==> src/hw/ssr_status_regs.vh <==
// Constants for the status register bank: offsets, codes, reset values.
// Assumes a byte-addressed word port with 8 address bits.
`ifndef SSR_STATUS_REGS_VH
`define SSR_STATUS_REGS_VH

// Register byte offsets, one aligned word each.
`define SSR_A_CMD 8'h00
`define SSR_A_PCHR 8'h04
`define SSR_A_PEND 8'h08
`define SSR_A_FMT 8'h0C
`define SSR_A_QSEL 8'h10
`define SSR_A_OUTQ 8'h14
`define SSR_A_ERRQ 8'h18
`define SSR_A_STAT 8'h1C
`define SSR_A_ENA0 8'h20
`define SSR_A_ENA1 8'h24
`define SSR_A_ENA2 8'h28
`define SSR_A_ENA3 8'h2C
`define SSR_A_EVT0 8'h30
`define SSR_A_EVT1 8'h34
`define SSR_A_EVT2 8'h38
`define SSR_A_EVT3 8'h3C

// Command word bit positions.
`define SSR_CMD_CLS 0
`define SSR_CMD_SPRE 1
`define SSR_CMD_QCLR 2
`define SSR_CMD_ECLR 3
`define SSR_CMD_SYSPRE 4
`define SSR_CMD_RST 5

// End-of-parameter field: target register in bits 1:0.
`define SSR_PEND_TGT 1:0

// Radix codes, shared by parser and readback format.
`define SSR_FMT_DEC 2'h0
`define SSR_FMT_HEX 2'h1
`define SSR_FMT_OCT 2'h2
`define SSR_FMT_BIN 2'h3

// Reset values and codes.
`define SSR_REG_RST 16'h0000
`define SSR_ERR_PARAM 8'h01
`define SSR_STD_QYE 2
`endif

==> src/hw/ssr_status_bank.v <==
// Status structure register bank: four event/enable sets, an error
// queue, an enable-parameter parser and a radix readback formatter.
// Assumes a command parser drives the plain register port on CLK_I and
// that event and error inputs come from logic on the same clock.
//
// How it works
// - power-up clears all registers and both queues
// - enable programmed with zero clears it
// - system preset and reset leave status alone
// - clear-status clears all four event registers
// - status preset clears three enable registers
// - clear-status empties the error queue
// - both queue-clear commands empty error queue
// - standard enable cleared only by zero write
// - status preset keeps the error queue
// - only enable registers are writable
// - parameter sets each bit, four notations
// - registers are 16 bits, bit n weighs 2^n
// - hash header picks radix, any case letter
// - no header means decimal
// - digits limited to the chosen radix
// - query returns register value showing set bits
// - readback radix selectable, decimal by default
// - non-decimal readback carries matching header
// - event bits latch until cleared
// - summary high when enabled event bit set
// - reading standard event register clears it
//
// The register offsets and the strobed register port are this design's own decisions.
`timescale 1ns/10ps
`include "ssr_status_regs.vh"

module ssr_status_bank #(
  parameter EQ_AW = 3, // Error queue address width.
  parameter OQ_AW = 5 // Output queue address width.
) (
  input wire CLK_I,
  input wire RST_B_I,
  input wire [7:0] ADDR_I,
  input wire [31:0] WDATA_I,
  input wire WR_I,
  input wire RD_I,
  output reg [31:0] RDATA_O,
  input wire [15:0] EVT_STD_I,
  input wire [15:0] EVT_OPER_I,
  input wire [15:0] EVT_MEAS_I,
  input wire [15:0] EVT_QUES_I,
  input wire ERR_PUSH_I,
  input wire [7:0] ERR_CODE_I,
  output wire [3:0] SUM_O,
  output wire EAV_O,
  output wire MAV_O,
  output wire FMT_BUSY_O
);

  ////////////////////////////////////////////////////////////////////////
  // Decode and register state.

  wire wr_cmd = WR_I && (ADDR_I == `SSR_A_CMD); // Command strobe.
  wire wr_chr = WR_I && (ADDR_I == `SSR_A_PCHR); // Parameter character.
  wire wr_end = WR_I && (ADDR_I == `SSR_A_PEND); // Parameter commit.
  wire wr_fmt = WR_I && (ADDR_I == `SSR_A_FMT); // Format select.
  wire wr_qsel = WR_I && (ADDR_I == `SSR_A_QSEL); // Start a query.
  wire rd_outq = RD_I && (ADDR_I == `SSR_A_OUTQ); // Pop response char.
  wire rd_errq = RD_I && (ADDR_I == `SSR_A_ERRQ); // Pop error code.
  wire rd_evt0 = RD_I && (ADDR_I == `SSR_A_EVT0); // Standard event read.

  // Command decode; system preset and reset have no action here.
  wire c_cls = wr_cmd && WDATA_I[`SSR_CMD_CLS];
  wire c_spre = wr_cmd && WDATA_I[`SSR_CMD_SPRE];
  wire c_eclr = wr_cmd && (WDATA_I[`SSR_CMD_QCLR] ||
    WDATA_I[`SSR_CMD_ECLR]);

  reg [15:0] ena_r [0:3]; // Enable registers: std, oper, meas, ques.
  reg [15:0] evt_r [0:3]; // Latched event registers.
  reg [1:0] fmt_r; // Readback radix.
  wire [15:0] evt_in [0:3]; // Event pulses, per set.
  assign evt_in[0] = EVT_STD_I;
  assign evt_in[1] = EVT_OPER_I;
  assign evt_in[2] = EVT_MEAS_I;
  assign evt_in[3] = EVT_QUES_I;
  reg fq_clr; // Query of the standard event register clears it.
  reg [1:0] fq_src; // Event set being queried.
  reg [OQ_AW:0] oq_wp_r; // Output queue write pointer.
  reg [OQ_AW:0] oq_rp_r; // Output queue read pointer.
  wire oq_empty = (oq_wp_r == oq_rp_r);
  wire oq_qye = rd_outq && oq_empty; // Read of an empty queue.

  ////////////////////////////////////////////////////////////////////////
  // Enable parameter parser.

  localparam P_START = 2'h0; // Nothing seen yet.
  localparam P_HASH = 2'h1; // Hash seen, header letter next.
  localparam P_DIG = 2'h2; // Collecting digits.

  reg [1:0] p_st_r; // Parser state.
  reg [1:0] p_rad_r; // Radix of the value being parsed.
  reg [15:0] p_acc_r; // Accumulated value.
  reg p_bad_r; // Any illegal character or overflow.
  reg p_any_r; // At least one digit seen.
  wire [7:0] ch = WDATA_I[7:0];
  wire [7:0] ch_lc = ch | 8'h20; // Folded to lower case.
  reg [4:0] dv; // Digit value, 16 means not a digit.
  reg [4:0] base; // Numeric base of the current radix.

  // Digit value and base; the base bounds which digits are legal.
  always @* begin
    if (ch >= "0" && ch <= "9")
      dv = ch[4:0] - 5'h10;
    else if (ch_lc >= "a" && ch_lc <= "f")
      dv = ch_lc[4:0] + 5'h09;
    else
      dv = 5'h10;
    case (p_rad_r)
      `SSR_FMT_HEX: base = 5'h10;
      `SSR_FMT_OCT: base = 5'h08;
      `SSR_FMT_BIN: base = 5'h02;
      default: base = 5'h0A;
    endcase
  end

  wire dig_ok = (dv < base);
  wire [21:0] p_sum = p_acc_r * base + {17'h0, dv};
  wire p_ovf = |p_sum[21:16]; // Value above 16 bits.
  wire p_err = wr_end && (p_bad_r || !p_any_r);
  wire p_ok = wr_end && !p_bad_r && p_any_r;
  wire [1:0] p_tgt = WDATA_I[`SSR_PEND_TGT];

  // Header and digit handling; a commit always restarts the parser.
  always @(posedge CLK_I or negedge RST_B_I) begin
    if (!RST_B_I) begin
      p_st_r <= P_START;
      p_rad_r <= `SSR_FMT_DEC;
      p_acc_r <= `SSR_REG_RST;
      p_bad_r <= 1'b0;
      p_any_r <= 1'b0;
    end else if (wr_end) begin
      p_st_r <= P_START;
      p_rad_r <= `SSR_FMT_DEC;
      p_acc_r <= `SSR_REG_RST;
      p_bad_r <= 1'b0;
      p_any_r <= 1'b0;
    end else if (wr_chr) begin
      case (p_st_r)
        P_START: begin
          if (ch == "#") begin
            p_st_r <= P_HASH;
          end else begin
            // No header: the value is decimal.
            p_st_r <= P_DIG;
            p_acc_r <= p_sum[15:0];
            p_bad_r <= !dig_ok || p_ovf;
            p_any_r <= 1'b1;
          end
        end
        P_HASH: begin
          p_st_r <= P_DIG;
          // Header letter accepted in either case.
          if (ch_lc == "b")
            p_rad_r <= `SSR_FMT_BIN;
          else if (ch_lc == "h")
            p_rad_r <= `SSR_FMT_HEX;
          else if (ch_lc == "q")
            p_rad_r <= `SSR_FMT_OCT;
          else
            p_bad_r <= 1'b1;
        end
        P_DIG: begin
          // Each digit shifts the value in its own radix.
          p_acc_r <= p_sum[15:0];
          p_any_r <= 1'b1;
          if (!dig_ok || p_ovf)
            p_bad_r <= 1'b1;
        end
        default: p_st_r <= P_START;
      endcase
    end
  end

  ////////////////////////////////////////////////////////////////////////
  // Enable and event registers.

  integer i;

  // Only enables are writable; a commit of zero clears the target.
  always @(posedge CLK_I or negedge RST_B_I) begin
    if (!RST_B_I) begin
      for (i = 0; i < 4; i = i + 1) begin
        ena_r[i] <= `SSR_REG_RST;
        evt_r[i] <= `SSR_REG_RST;
      end
    end else begin
      for (i = 0; i < 4; i = i + 1) begin
        // Status preset spares the standard enable.
        if (p_ok && p_tgt == i[1:0])
          ena_r[i] <= p_acc_r;
        else if (c_spre && i != 0)
          ena_r[i] <= `SSR_REG_RST;
        // An event arriving with a clear still lands.
        if (c_cls || (rd_evt0 && i == 0) || (fq_clr && fq_src == i))
          evt_r[i] <= evt_in[i];
        else
          evt_r[i] <= evt_r[i] | evt_in[i];
      end
      if (oq_qye)
        evt_r[0][`SSR_STD_QYE] <= 1'b1;
    end
  end

  // Summaries follow the registers, they do not latch.
  genvar g;
  generate
    for (g = 0; g < 4; g = g + 1) begin : sum_gen
      assign SUM_O[g] = |(evt_r[g] & ena_r[g]);
    end
  endgenerate

  // Readback format, decimal after reset.
  always @(posedge CLK_I or negedge RST_B_I) begin
    if (!RST_B_I)
      fmt_r <= `SSR_FMT_DEC;
    else if (wr_fmt)
      fmt_r <= WDATA_I[1:0];
  end

  ////////////////////////////////////////////////////////////////////////
  // Error queue.

  reg [7:0] eq_mem [0:(1<<EQ_AW)-1]; // Error codes.
  reg [EQ_AW:0] eq_wp_r; // Write pointer, one spare bit.
  reg [EQ_AW:0] eq_rp_r; // Read pointer, one spare bit.
  wire [EQ_AW:0] eq_cnt = eq_wp_r - eq_rp_r;
  wire eq_full = eq_cnt[EQ_AW];
  wire eq_empty = (eq_cnt == {(EQ_AW+1){1'b0}});
  // A parse error takes the slot over an outside error that cycle.
  wire eq_push = p_err || ERR_PUSH_I;
  wire [7:0] eq_code = p_err ? `SSR_ERR_PARAM : ERR_CODE_I;
  assign EAV_O = !eq_empty;

  // Clear empties the queue, but a push in that cycle is kept.
  always @(posedge CLK_I or negedge RST_B_I) begin
    if (!RST_B_I) begin
      eq_wp_r <= {(EQ_AW+1){1'b0}};
      eq_rp_r <= {(EQ_AW+1){1'b0}};
    end else if (c_cls || c_eclr) begin
      eq_rp_r <= eq_wp_r;
      if (eq_push)
        eq_wp_r <= eq_wp_r + 1'b1;
    end else begin
      if (eq_push && !eq_full)
        eq_wp_r <= eq_wp_r + 1'b1;
      if (rd_errq && !eq_empty)
        eq_rp_r <= eq_rp_r + 1'b1;
    end
  end

  // Queue storage; a full queue drops new codes.
  always @(posedge CLK_I) begin
    if (eq_push && (!eq_full || c_cls || c_eclr))
      eq_mem[eq_wp_r[EQ_AW-1:0]] <= eq_code;
  end

  ////////////////////////////////////////////////////////////////////////
  // Readback formatter and output queue.

  localparam F_IDLE = 2'h0; // Waiting for a query.
  localparam F_HDR = 2'h1; // Emitting the hash.
  localparam F_LET = 2'h2; // Emitting the header letter.
  localparam F_DIG = 2'h3; // Emitting digits.

  reg [1:0] f_st_r; // Formatter state.
  reg [1:0] f_rad_r; // Radix taken at query start.
  reg [15:0] f_val_r; // Value being converted.
  reg [3:0] f_idx_r; // Digit group or decimal place index.
  reg [3:0] f_cnt_r; // Decimal digit being counted.
  reg f_lead_r; // A nonzero digit has been emitted.
  reg [7:0] oq_mem [0:(1<<OQ_AW)-1]; // Response characters.
  assign MAV_O = !oq_empty;
  assign FMT_BUSY_O = (f_st_r != F_IDLE);

  // Query start: source 0-3 are enables, 4-7 event registers.
  always @* begin
    fq_src = WDATA_I[1:0];
    fq_clr = wr_qsel && WDATA_I[2] && (WDATA_I[1:0] == 2'h0);
  end

  reg [15:0] pw; // Decimal place weight.
  reg [3:0] gd; // Current digit; in decimal it is the count f_cnt_r.
  reg [3:0] last; // Index of the least significant group.
  reg [7:0] f_ch; // Character to emit.
  reg f_emit; // Emit f_ch this cycle.

  // Digit extraction: shifts for powers of two, subtraction for tens.
  always @* begin
    case (f_idx_r)
      4'h0: pw = 16'h2710;
      4'h1: pw = 16'h03E8;
      4'h2: pw = 16'h0064;
      4'h3: pw = 16'h000A;
      default: pw = 16'h0001;
    endcase
    case (f_rad_r)
      `SSR_FMT_HEX: gd = f_val_r[15:12];
      // Sixteen bits split as one top bit, then five groups of three.
      `SSR_FMT_OCT: gd = (f_idx_r == 4'h0) ? {3'h0, f_val_r[15]} :
        {1'b0, f_val_r[15:13]};
      `SSR_FMT_BIN: gd = {3'h0, f_val_r[15]};
      default: gd = f_cnt_r;
    endcase
    case (f_rad_r)
      `SSR_FMT_HEX: last = 4'h3;
      `SSR_FMT_OCT: last = 4'h5;
      `SSR_FMT_BIN: last = 4'hF;
      default: last = 4'h4;
    endcase
    f_ch = (gd < 4'hA) ? {4'h3, gd} : {4'h4, gd - 4'h9};
    f_emit = 1'b0;
    case (f_st_r)
      F_HDR: begin
        f_ch = "#";
        f_emit = 1'b1;
      end
      F_LET: begin
        f_ch = (f_rad_r == `SSR_FMT_HEX) ? "H" :
          (f_rad_r == `SSR_FMT_OCT) ? "Q" : "B";
        f_emit = 1'b1;
      end
      F_DIG: begin
        // Leading zeros are dropped; the last digit always shows.
        if (f_rad_r != `SSR_FMT_DEC || f_val_r < pw)
          f_emit = f_lead_r || gd != 4'h0 || f_idx_r == last;
      end
      default: f_emit = 1'b0;
    endcase
  end

  // Formatter sequencer; a new query replaces any unread response.
  always @(posedge CLK_I or negedge RST_B_I) begin
    if (!RST_B_I) begin
      f_st_r <= F_IDLE;
      f_rad_r <= `SSR_FMT_DEC;
      f_val_r <= `SSR_REG_RST;
      f_idx_r <= 4'h0;
      f_cnt_r <= 4'h0;
      f_lead_r <= 1'b0;
    end else if (wr_qsel) begin
      // Value and radix are caught at the query.
      f_val_r <= WDATA_I[2] ? evt_r[fq_src] : ena_r[fq_src];
      f_rad_r <= fmt_r;
      f_st_r <= (fmt_r == `SSR_FMT_DEC) ? F_DIG : F_HDR;
      f_idx_r <= 4'h0;
      f_cnt_r <= 4'h0;
      f_lead_r <= 1'b0;
    end else begin
      case (f_st_r)
        F_HDR: f_st_r <= F_LET;
        F_LET: f_st_r <= F_DIG;
        F_DIG: begin
          if (f_emit)
            f_lead_r <= 1'b1;
          if (f_rad_r == `SSR_FMT_DEC && f_val_r >= pw) begin
            f_val_r <= f_val_r - pw;
            f_cnt_r <= f_cnt_r + 4'h1;
          end else begin
            f_cnt_r <= 4'h0;
            f_idx_r <= f_idx_r + 4'h1;
            if (f_idx_r == last)
              f_st_r <= F_IDLE;
            case (f_rad_r)
              `SSR_FMT_HEX: f_val_r <= {f_val_r[11:0], 4'h0};
              `SSR_FMT_OCT: f_val_r <= (f_idx_r == 4'h0) ?
                {f_val_r[14:0], 1'b0} : {f_val_r[12:0], 3'h0};
              `SSR_FMT_BIN: f_val_r <= {f_val_r[14:0], 1'b0};
              default: f_val_r <= f_val_r;
            endcase
          end
        end
        default: f_st_r <= F_IDLE;
      endcase
    end
  end

  // Output queue pointers; a query flushes the old response.
  always @(posedge CLK_I or negedge RST_B_I) begin
    if (!RST_B_I) begin
      oq_wp_r <= {(OQ_AW+1){1'b0}};
      oq_rp_r <= {(OQ_AW+1){1'b0}};
    end else if (wr_qsel) begin
      oq_rp_r <= oq_wp_r;
    end else begin
      if (f_emit)
        oq_wp_r <= oq_wp_r + 1'b1;
      if (rd_outq && !oq_empty)
        oq_rp_r <= oq_rp_r + 1'b1;
    end
  end

  // Response storage; the longest response fits the default depth.
  always @(posedge CLK_I) begin
    if (f_emit && !wr_qsel)
      oq_mem[oq_wp_r[OQ_AW-1:0]] <= f_ch;
  end

  ////////////////////////////////////////////////////////////////////////
  // Read port: data stand one cycle after the strobe.

  always @(posedge CLK_I or negedge RST_B_I) begin
    if (!RST_B_I) begin
      RDATA_O <= 32'h00000000;
    end else if (RD_I) begin
      case (ADDR_I)
        `SSR_A_FMT: RDATA_O <= {30'h0, fmt_r};
        `SSR_A_OUTQ: RDATA_O <= oq_empty ? 32'h00000000 :
          {23'h0, 1'b1, oq_mem[oq_rp_r[OQ_AW-1:0]]};
        `SSR_A_ERRQ: RDATA_O <= eq_empty ? 32'h00000000 :
          {23'h0, 1'b1, eq_mem[eq_rp_r[EQ_AW-1:0]]};
        `SSR_A_STAT: RDATA_O <= {20'h0, eq_cnt[3:0], 1'b0,
          FMT_BUSY_O, MAV_O, EAV_O, SUM_O};
        `SSR_A_ENA0: RDATA_O <= {16'h0, ena_r[0]};
        `SSR_A_ENA1: RDATA_O <= {16'h0, ena_r[1]};
        `SSR_A_ENA2: RDATA_O <= {16'h0, ena_r[2]};
        `SSR_A_ENA3: RDATA_O <= {16'h0, ena_r[3]};
        `SSR_A_EVT0: RDATA_O <= {16'h0, evt_r[0]};
        `SSR_A_EVT1: RDATA_O <= {16'h0, evt_r[1]};
        `SSR_A_EVT2: RDATA_O <= {16'h0, evt_r[2]};
        `SSR_A_EVT3: RDATA_O <= {16'h0, evt_r[3]};
        default: RDATA_O <= 32'h00000000;
      endcase
    end else begin
      RDATA_O <= 32'h00000000;
    end
  end

endmodule

==> config.mk <==
export PLATFORM = sky130hd
export DESIGN_NAME = ssr_status_bank
export DESIGN_NICKNAME = d
export VERILOG_FILES = /design/src/hw/ssr_status_bank.v
export VERILOG_INCLUDE_DIRS = /design/src /design/src/hw
export SDC_FILE = /design/constraint.sdc
export NUM_CORES = 1
export LEC_CHECK = 0
export ABC_CLOCK_PERIOD_IN_PS = 5500
export BUFFER_PORTS_ARGS = -buffer_cell sky130_fd_sc_hd__buf_2
export CAP_MARGIN = 20
export CORE_MARGIN = 5
export CORE_UTILIZATION = 35
export CTS_CLUSTER_SIZE = 10
export DETAILED_ROUTE_END_ITERATION = 8
export HOLD_SLACK_MARGIN = 0.1
export REMOVE_ABC_BUFFERS = 1
export SYNTH_ARGS = -nofsm -noshare
export SYNTH_HDL_FRONTEND = slang
export SYNTH_SLANG_ARGS = --single-unit
export TNS_END_PERCENT = 5
==> constraint.sdc <==
create_clock -name CLK_I -period 5.5 [get_ports CLK_I]
set_clock_uncertainty 0.05 [all_clocks]
set_input_delay 0 -clock CLK_I [delete_from_list [all_inputs] [get_ports CLK_I]]
set_output_delay 0 -clock CLK_I [all_outputs]
set_load 0.02 [all_outputs]
* Yosys cells after proc, flatten, opt, wreduce, memory -nomap -nowiden
Memories as Yosys holds them, arrays and structs flattened.
Index checks and enable logic that the tools add are counted.
** Cells by class
- Equal/unequal tests :: 48
- Mux-type cells :: 90
- Add/sub/neg operators :: 12
- Bitwise operators :: 10
- Multiply operators :: 1
- Order comparisons :: 9
- Reductions and logical operators :: 95
** Operators by type and width (number)
- two-way mux 16 bit :: 20
- case mux 16 bit (12 select lines) :: 1
- == test 8 x 6 -> 1 bit, second input constant :: 9
- bitwise AND 16 bit :: 4
- binary-select mux 16 bit (select 2 bit) :: 2
- bitwise OR 16 bit :: 4
- OR reduction 16 bit :: 4
- case mux 14 bit (4 select lines) :: 1
- case mux 16 bit (3 select lines) :: 1
- two-way mux 4 bit :: 11
- logical AND 1 bit :: 33
- == test 8 x 5 -> 1 bit, second input constant :: 4
- two-way mux 32 bit :: 1
- case mux 16 bit (2 select lines) :: 1
- two-way mux 2 bit :: 13
- case mux 4 bit (3 select lines) :: 2
- nonzero test 2 bit :: 12
- adder 21 x 5 -> 22 bit :: 1
- == test 7 x 6 -> 1 bit, second input constant :: 3
- multiplier 16 x 5 -> 21 bit :: 1
- != test 3 bit, second input constant :: 7
- two-way mux 5 bit :: 4
- two-way mux 1 bit :: 19
- == test 2 bit, second input constant :: 9
- other kinds (49) :: 98
** Word-level totals
- Flip-flop bits (word level) :: 233
- Memories kept :: 2
- Memory bits (writable) :: 288
- Output and inout bits :: 39
** Memory list
- oq_mem :: depth 32, bits a word 7, rd ports 1, clocked after Yosys merged registers in 0, write ports 1, RTL line ssr_status_bank.v:277 : reg [7:0] oq_mem [0:(1<<OQ_AW)-1];
- eq_mem :: depth 8, bits a word 8, rd ports 1, clocked after Yosys merged registers in 0, write ports 1, RTL line ssr_status_bank.v:229 : reg [7:0] eq_mem [0:(1<<EQ_AW)-1];

* Logic depth before layout (Yosys ltp)
- Word-level depth :: 11
- Mapped depth :: 23
- Mapped depth without buffers :: 20

* Least setup slack after synthesis
No wires, ideal clock.
- Kind :: input port to flip-flop
- Start point :: input WDATA_I[1]
- End point :: register p_bad_r
- Stages on the path :: 21
- Path buffers :: 3
- Data arrival time :: 4874 ps
- Slack :: 457 ps
- Cell sequence :: buf_2 -> buf_1 -> clkbuf_1 -> inv_1 -> ha_1 -> or3b_1 -> and4_1 -> a21oi_1 -> ha_1 -> ha_1 -> fa_1 -> inv_1 -> fa_1 -> nor2b_1 -> o31ai_1 -> a21boi_0 -> o211ai_1 -> a21oi_1 -> xnor2_1 -> o2111ai_1 -> and2_1
** On the way
- Longest elaborated chain between the ends :: 11
** RTL lines
- from (decl) :: RTL line ssr_status_bank.v:40 : input wire [31:0] WDATA_I,
- greater-or-equal comparator 8 x 7 -> 1 bit or <= comparator 8 x 7 -> 1 bit (tied branches) :: RTL line ssr_status_bank.v:110 : else if (ch_lc >= "a" && ch_lc <= "f")
- logical AND 1 bit :: RTL line ssr_status_bank.v:110
- two-way mux 5 bit :: RTL line ssr_status_bank.v:110
- two-way mux 5 bit :: RTL line ssr_status_bank.v:108 : if (ch >= "0" && ch <= "9")
- adder 21 x 5 -> 22 bit or < comparator 5 bit (tied branches) :: RTL line ssr_status_bank.v:123, ssr_status_bank.v:122
- OR reduction 6 bit or zero test 1 bit (tied branches) :: RTL line ssr_status_bank.v:124, ssr_status_bank.v:152, ssr_status_bank.v:172
- logical OR 1 bit :: RTL line ssr_status_bank.v:152, ssr_status_bank.v:172
- two-way mux 1 bit :: RTL line ssr_status_bank.v:146 : if (ch == "#") begin
- case mux 1 bit (3 select lines) :: RTL line ssr_status_bank.v:144 : case (p_st_r)
- two-way mux 1 bit :: RTL line ssr_status_bank.v:143 : end else if (wr_chr) begin
- two-way mux 1 bit :: RTL line ssr_status_bank.v:137 : end else if (wr_end) begin
- to (signal assigned) :: RTL line ssr_status_bank.v:152 : p_bad_r <= !dig_ok || p_ovf;
- to (decl) :: RTL line ssr_status_bank.v:99 : reg p_bad_r;
Several ways; a longest one is shown, not always the timed one. The select of a mux whose other input is x is not followed.
A chain may end at the register's enable or synchronous reset.

* Worst setup path in the final report
- Start point :: register f_idx_r[1]
- End point :: memory oq_mem[1][4] (netlist name), enable pin
** On the way
- Longest elaborated chain between the ends :: 11
** RTL lines
- from (decl) :: RTL line ssr_status_bank.v:274 : reg [3:0] f_idx_r;
- from (signal assigned) :: RTL line ssr_status_bank.v:366 : f_idx_r <= f_idx_r + 4'h1;
- branches (longest 6 deep; another with < comparator 16 bit)
- two-way mux 1 bit (*) :: RTL line ssr_status_bank.v:330 : if (f_rad_r != `SSR_FMT_DEC || f_val_r < pw)
- case mux 1 bit (2 select lines) (*) :: RTL line ssr_status_bank.v:318 : case (f_st_r)
- logical AND 1 bit (*) :: RTL line ssr_status_bank.v:400 : if (f_emit && !wr_qsel)
- two-way mux 1 bit (*) :: RTL line ssr_status_bank.v:400
- two-way mux 1 bit (implied by the code) (*) :: RTL line ssr_status_bank.v:401 : oq_mem[oq_wp_r[OQ_AW-1:0]] <= f_ch;
- to (decl) :: RTL line ssr_status_bank.v:277
Every way passes the cells marked *.

==> summary.md <==
| Metric | Value |
|---|---|
| Power density cells | `363 mW/mm^2` |
| Ys Warns | `0` |
| Status | `finished, final reports clean` |
| Post-synth cell types | `91` |
| Syn Area/Cell | `12.5 um^2` |
| RSZ-0062 raised after global routing | `no` |
| Total routing usage reported by global routing | `19.1%` |
| Worst slack, placed | `0.691 ns` |
| Final GP Congestion | `approximately 0.94` |
| Logic pwr share | `25.6%` |
| Worst Hold Path EP | `evt_r[7]` |
| CTS Root Buffer Type | `clkbuf_16` |
| Cell taking the most area after synthesis | `edfxtp_1` |
| Worst-path clk slew | `0.06 ns` |
| Die W | `between 200 and 300 um` |
| Cells on worst reg2reg path | `15` |
| Primary FF master, synth | `edfxtp_1` |
| Critical path fanouts, max | `13` |
| GRT overflow | `0` |
| # nets final | `approximately 2700` |
| H-tree Lvls | `2` |
| Initial drt markers | `1789` |
| Net switching power | `around 3.7 mW` |
| Combinational family with the most area after synthesis | `multiplexers` |
| CP required | `5.71 ns` |
| Share of layout cells above drive strength 1 | `between 10% and 20%` |
| Die height | `286 um` |
| Final Cell Area | `0.0319 mm^2` |
| Worst-Margin Slew | `1.10 ns` |
| Filler cell count in the final layout | `6868` |
| Fin. Hold Viols | `0` |
| Worst hold path startpoint | `EVT_QUES_I[7]` |
| CTS sink cnt | `between 500 and 600` |
| Share of synthesized registers carrying an async set or reset | `~43%` |
| Die footprint | `0.0818 mm^2` |
| Post_cts resized | `0` |
| Multiplexer area fraction after synthesis | `12.7%` |
| DRC Markers | `0` |
| RR Startpoint | `f_idx_r[1]` |
| Min-delay worst type | `primary input to flip-flop` |
| WL per Instance | `23.2 um` |
| LEAKAGE | `12.1 nW` |
| Pin count of the biggest net entering global routing | `89` |
| Peak Freq | `208 MHz` |
| Max Cap Viol | `0` |
| Routed WL | `79.7 mm` |
| Slew Viols, Final | `0` |
| TritonRoute pass-1 iters | `8` |
| Reg2reg setup slack | `0.70 ns` |
| Synth-to-layout area growth | `19.5%` |
| Clk_lat worst skew | `0.63 ns` |
| Initial core utilization | `35.2%` |
| Sequential power share | `43.8%` |
| Final period utilization | `roughly 87%` |
| Critical R2R Capture | `oq_mem[1][4]` |
| Placed Area | `0.0284 mm^2` |
| Startpoint Class | `flip-flop` |
| Post-CTS Hold Buffers | `164` |
| Sw frac | `31.7%` |
| Vias per inst | `roughly 5.6` |
| Area of the core | `about 0.076 mm^2` |
| Worst rel slew slack | `26.8%` |
| I/O Buffers | `roughly 120` |
| Top Ports | `156` |
| Mapped Cells | `approximately 2100` |
| Final min period | `4.80 ns` |
| Post-layout util | `42.1%` |
| Post-synth EDFFs | `288` |
| Flops & latches, synth | `505` |
| Max Root-Sink Buffers | `3` |
| Synth Area in Adders | `6.55%` |
| Peak supply drop | `0.334 mV` |
| CTS buffer count | `slightly below 60` |
| CP Class | `flip-flop to flip-flop` |
| Initial antenna violation count | `9` |
| Top-count cell post-synth | `edfxtp_1` |
| Design internal power | `7.90 mW` |
| Setup ws final | `between 0.6 and 0.7 ns` |
| Setup_tns | `0 ns` |
| Commonest cells in the netlist | `edfxtp_1 (288), nand2_1 (247), dfrtp_1 (217)` |
| Post-synthesis simple-gate area fraction | `approximately a tenth` |
| Rows | `101` |
| Synth Area in Compound Gates | `12.0%` |
| Routed Antenna Nets | `0` |
| Vias in the first global route | `19500` |
| Register area share after synthesis | `52.8%` |
| Top-area cell type share of the netlist area | `32.4%` |
| Hold-critical path depth | `3` |
| Ranking of synthesized cells by area | `edfxtp_1 (32%), dfrtp_1 (20%), mux4_2 (10%), ha_1 (5.2%), nand2_1 (3.5%)` |
| Crit path DAT | `5.01 ns` |
| Routed via count | `19300` |
| HPWL Detailed | `54.8 mm` |
| Clock power frac | `between 30% and 40%` |
| Setup bufs post-CTS | `0` |
| Post-Syn Area | `0.0267 mm^2` |
| First-pass GRT wire length | `122 mm` |
| TritonCTS clock tree | `yes` |
| Crit end category | `flip-flop` |
| Synth Area in XOR/XNOR | `1.74%` |
| Setup violations, final | `0` |
## worst max path at each step
| stage | from | end | slack (ns) | depth (start not counted) |
|---|---|---|---|---|
| after CTS | WDATA_I[4] | p_bad_r | 0.78 | 18 |
| final | f_idx_r[1] | oq_mem[1][4] | 0.70 | 15 |
| after detailed placement | WDATA_I[0] | p_bad_r | 0.69 | 17 |
| after global placement | WDATA_I[0] | p_bad_r | 0.75 | 17 |
| after global routing | WDATA_I[0] | p_bad_r | 0.38 | 18 |
| after floorplan | p_rad_r[0] | p_bad_r | 1.20 | 16 |
## worst max-delay path, stage by stage (launching register included)
cell,delay (ns)
dfrtp_1,0.48
inv_1,0.10
ha_1,0.20
and2_2,0.27
inv_2,0.19
and3_1,0.18
ha_1,0.18
fa_1,0.22
nor2b_1,0.06
o21a_1,0.18
o21ai_1,0.25
a211oi_1,0.12
o21ai_0,0.52
a22o_1,0.55
nand2_2,0.29
nor2_1,0.60
## cell families after synthesis
| family | after synthesis |
|---|---|
| mux | 187 |
| compound gates | 454 |
| xor+xnor | 53 |
| flops | 505 |
| buf+inv | 224 |
| other cells | 1 |
| simple gates | 587 |
| fa+ha+maj | 129 |
## stage by stage
stage / hold WS [ns] / cells / power, mW
6_report: 0.112 / 3439 / 11.6
5_1_grt: 0.113 / 3435 / 12.1
4_1_cts: 0.100 / 3427 / 11.6
3_5_place_dp: 0.00904 / 3169 / 7.96
3_3_place_gp: 0.0110 / 3169 / 7.86
2_1_floorplan: -0.346 / 2023 / 6.88
## layout by cell type, fill, tap and decap left out, drive strengths merged, types with 7 or more instances in the layout
master	count
dfrtp	217
nor2	114
and2	29
nand4	16
nor3	20
xor2	24
mux4	118
a21o	70
o21ai	105
and3	17
ha	110
buf	175
conb	16
o21a	11
o31ai	11
dlygate4sd3	163
xnor2	29
nand2	251
nand3	39
a22o	27
a21oi	59
a221oi	34
inv	93
fa	18
nor4	9
o211ai	8
mux2	32
edfxtp	288
nand2b	27
or3	7
a211oi	24
nand3b	8
a31oi	14
mux2i	37
a22oi	29
a21boi	8
nor2b	35
clkbuf	86
## power by group through the flow
stage | registers (mW) | clock network (mW) | logic [mW]
5_1_grt | 5.10 | 3.79 | 3.24
4_1_cts | 5.07 | 3.63 | 2.93
3_3_place_gp | 5.12 | 0 | 2.75
6_report | 5.06 | 3.54 | 2.96
2_1_floorplan | 5.04 | 0 | 1.84
3_5_place_dp | 5.14 | 0 | 2.83
## per-layer routing
metal  share of wire, %  vias up  wire length, um  global-route usage (%)
met3                 10      127             8110                    5.10
li1                   -     8542                -                       -
met2                 44      862            35200                    29.1
met1                 43     9801            34700                    27.8
met5              0.049        -               39                       0
met4                2.1        6             1660                    4.01
## cell type report
cell class | instances | area, um^2 | share of cell area [%]
diodes | 6 | 15.0 | 0.0471
inverters | 92 | 345 | 1.08
multi-input cells | 1426 | 11700 | 36.8
flip-flops and latches | 505 | 14100 | 44.2
clock inverters | 8 | 98.8 | 0.310
clock buffers | 86 | 1630 | 5.11
repair buffers | 338 | 2760 | 8.65
well taps | 978 | 1220 | 3.84
## flip-flops by register name (all words and copies together), names as in the netlist
| register | cells |
|---|---|
| RDATA_O | 16 |
| ena_r | 64 |
| eq_mem | 64 |
| eq_rp_r | 4 |
| eq_wp_r | 4 |
| evt_r | 64 |
| f_cnt_r | 4 |
| f_idx_r | 4 |
| f_lead_r | 1 |
| f_rad_r | 2 |
| f_st_r | 2 |
| f_val_r | 16 |
| fmt_r | 2 |
| oq_mem | 224 |
| oq_rp_r | 6 |
| oq_wp_r | 6 |
| p_acc_r | 16 |
| p_any_r | 1 |
| p_bad_r | 1 |
| p_rad_r | 2 |
| p_st_r | 2 |
(Power assumes the default switching activity.)
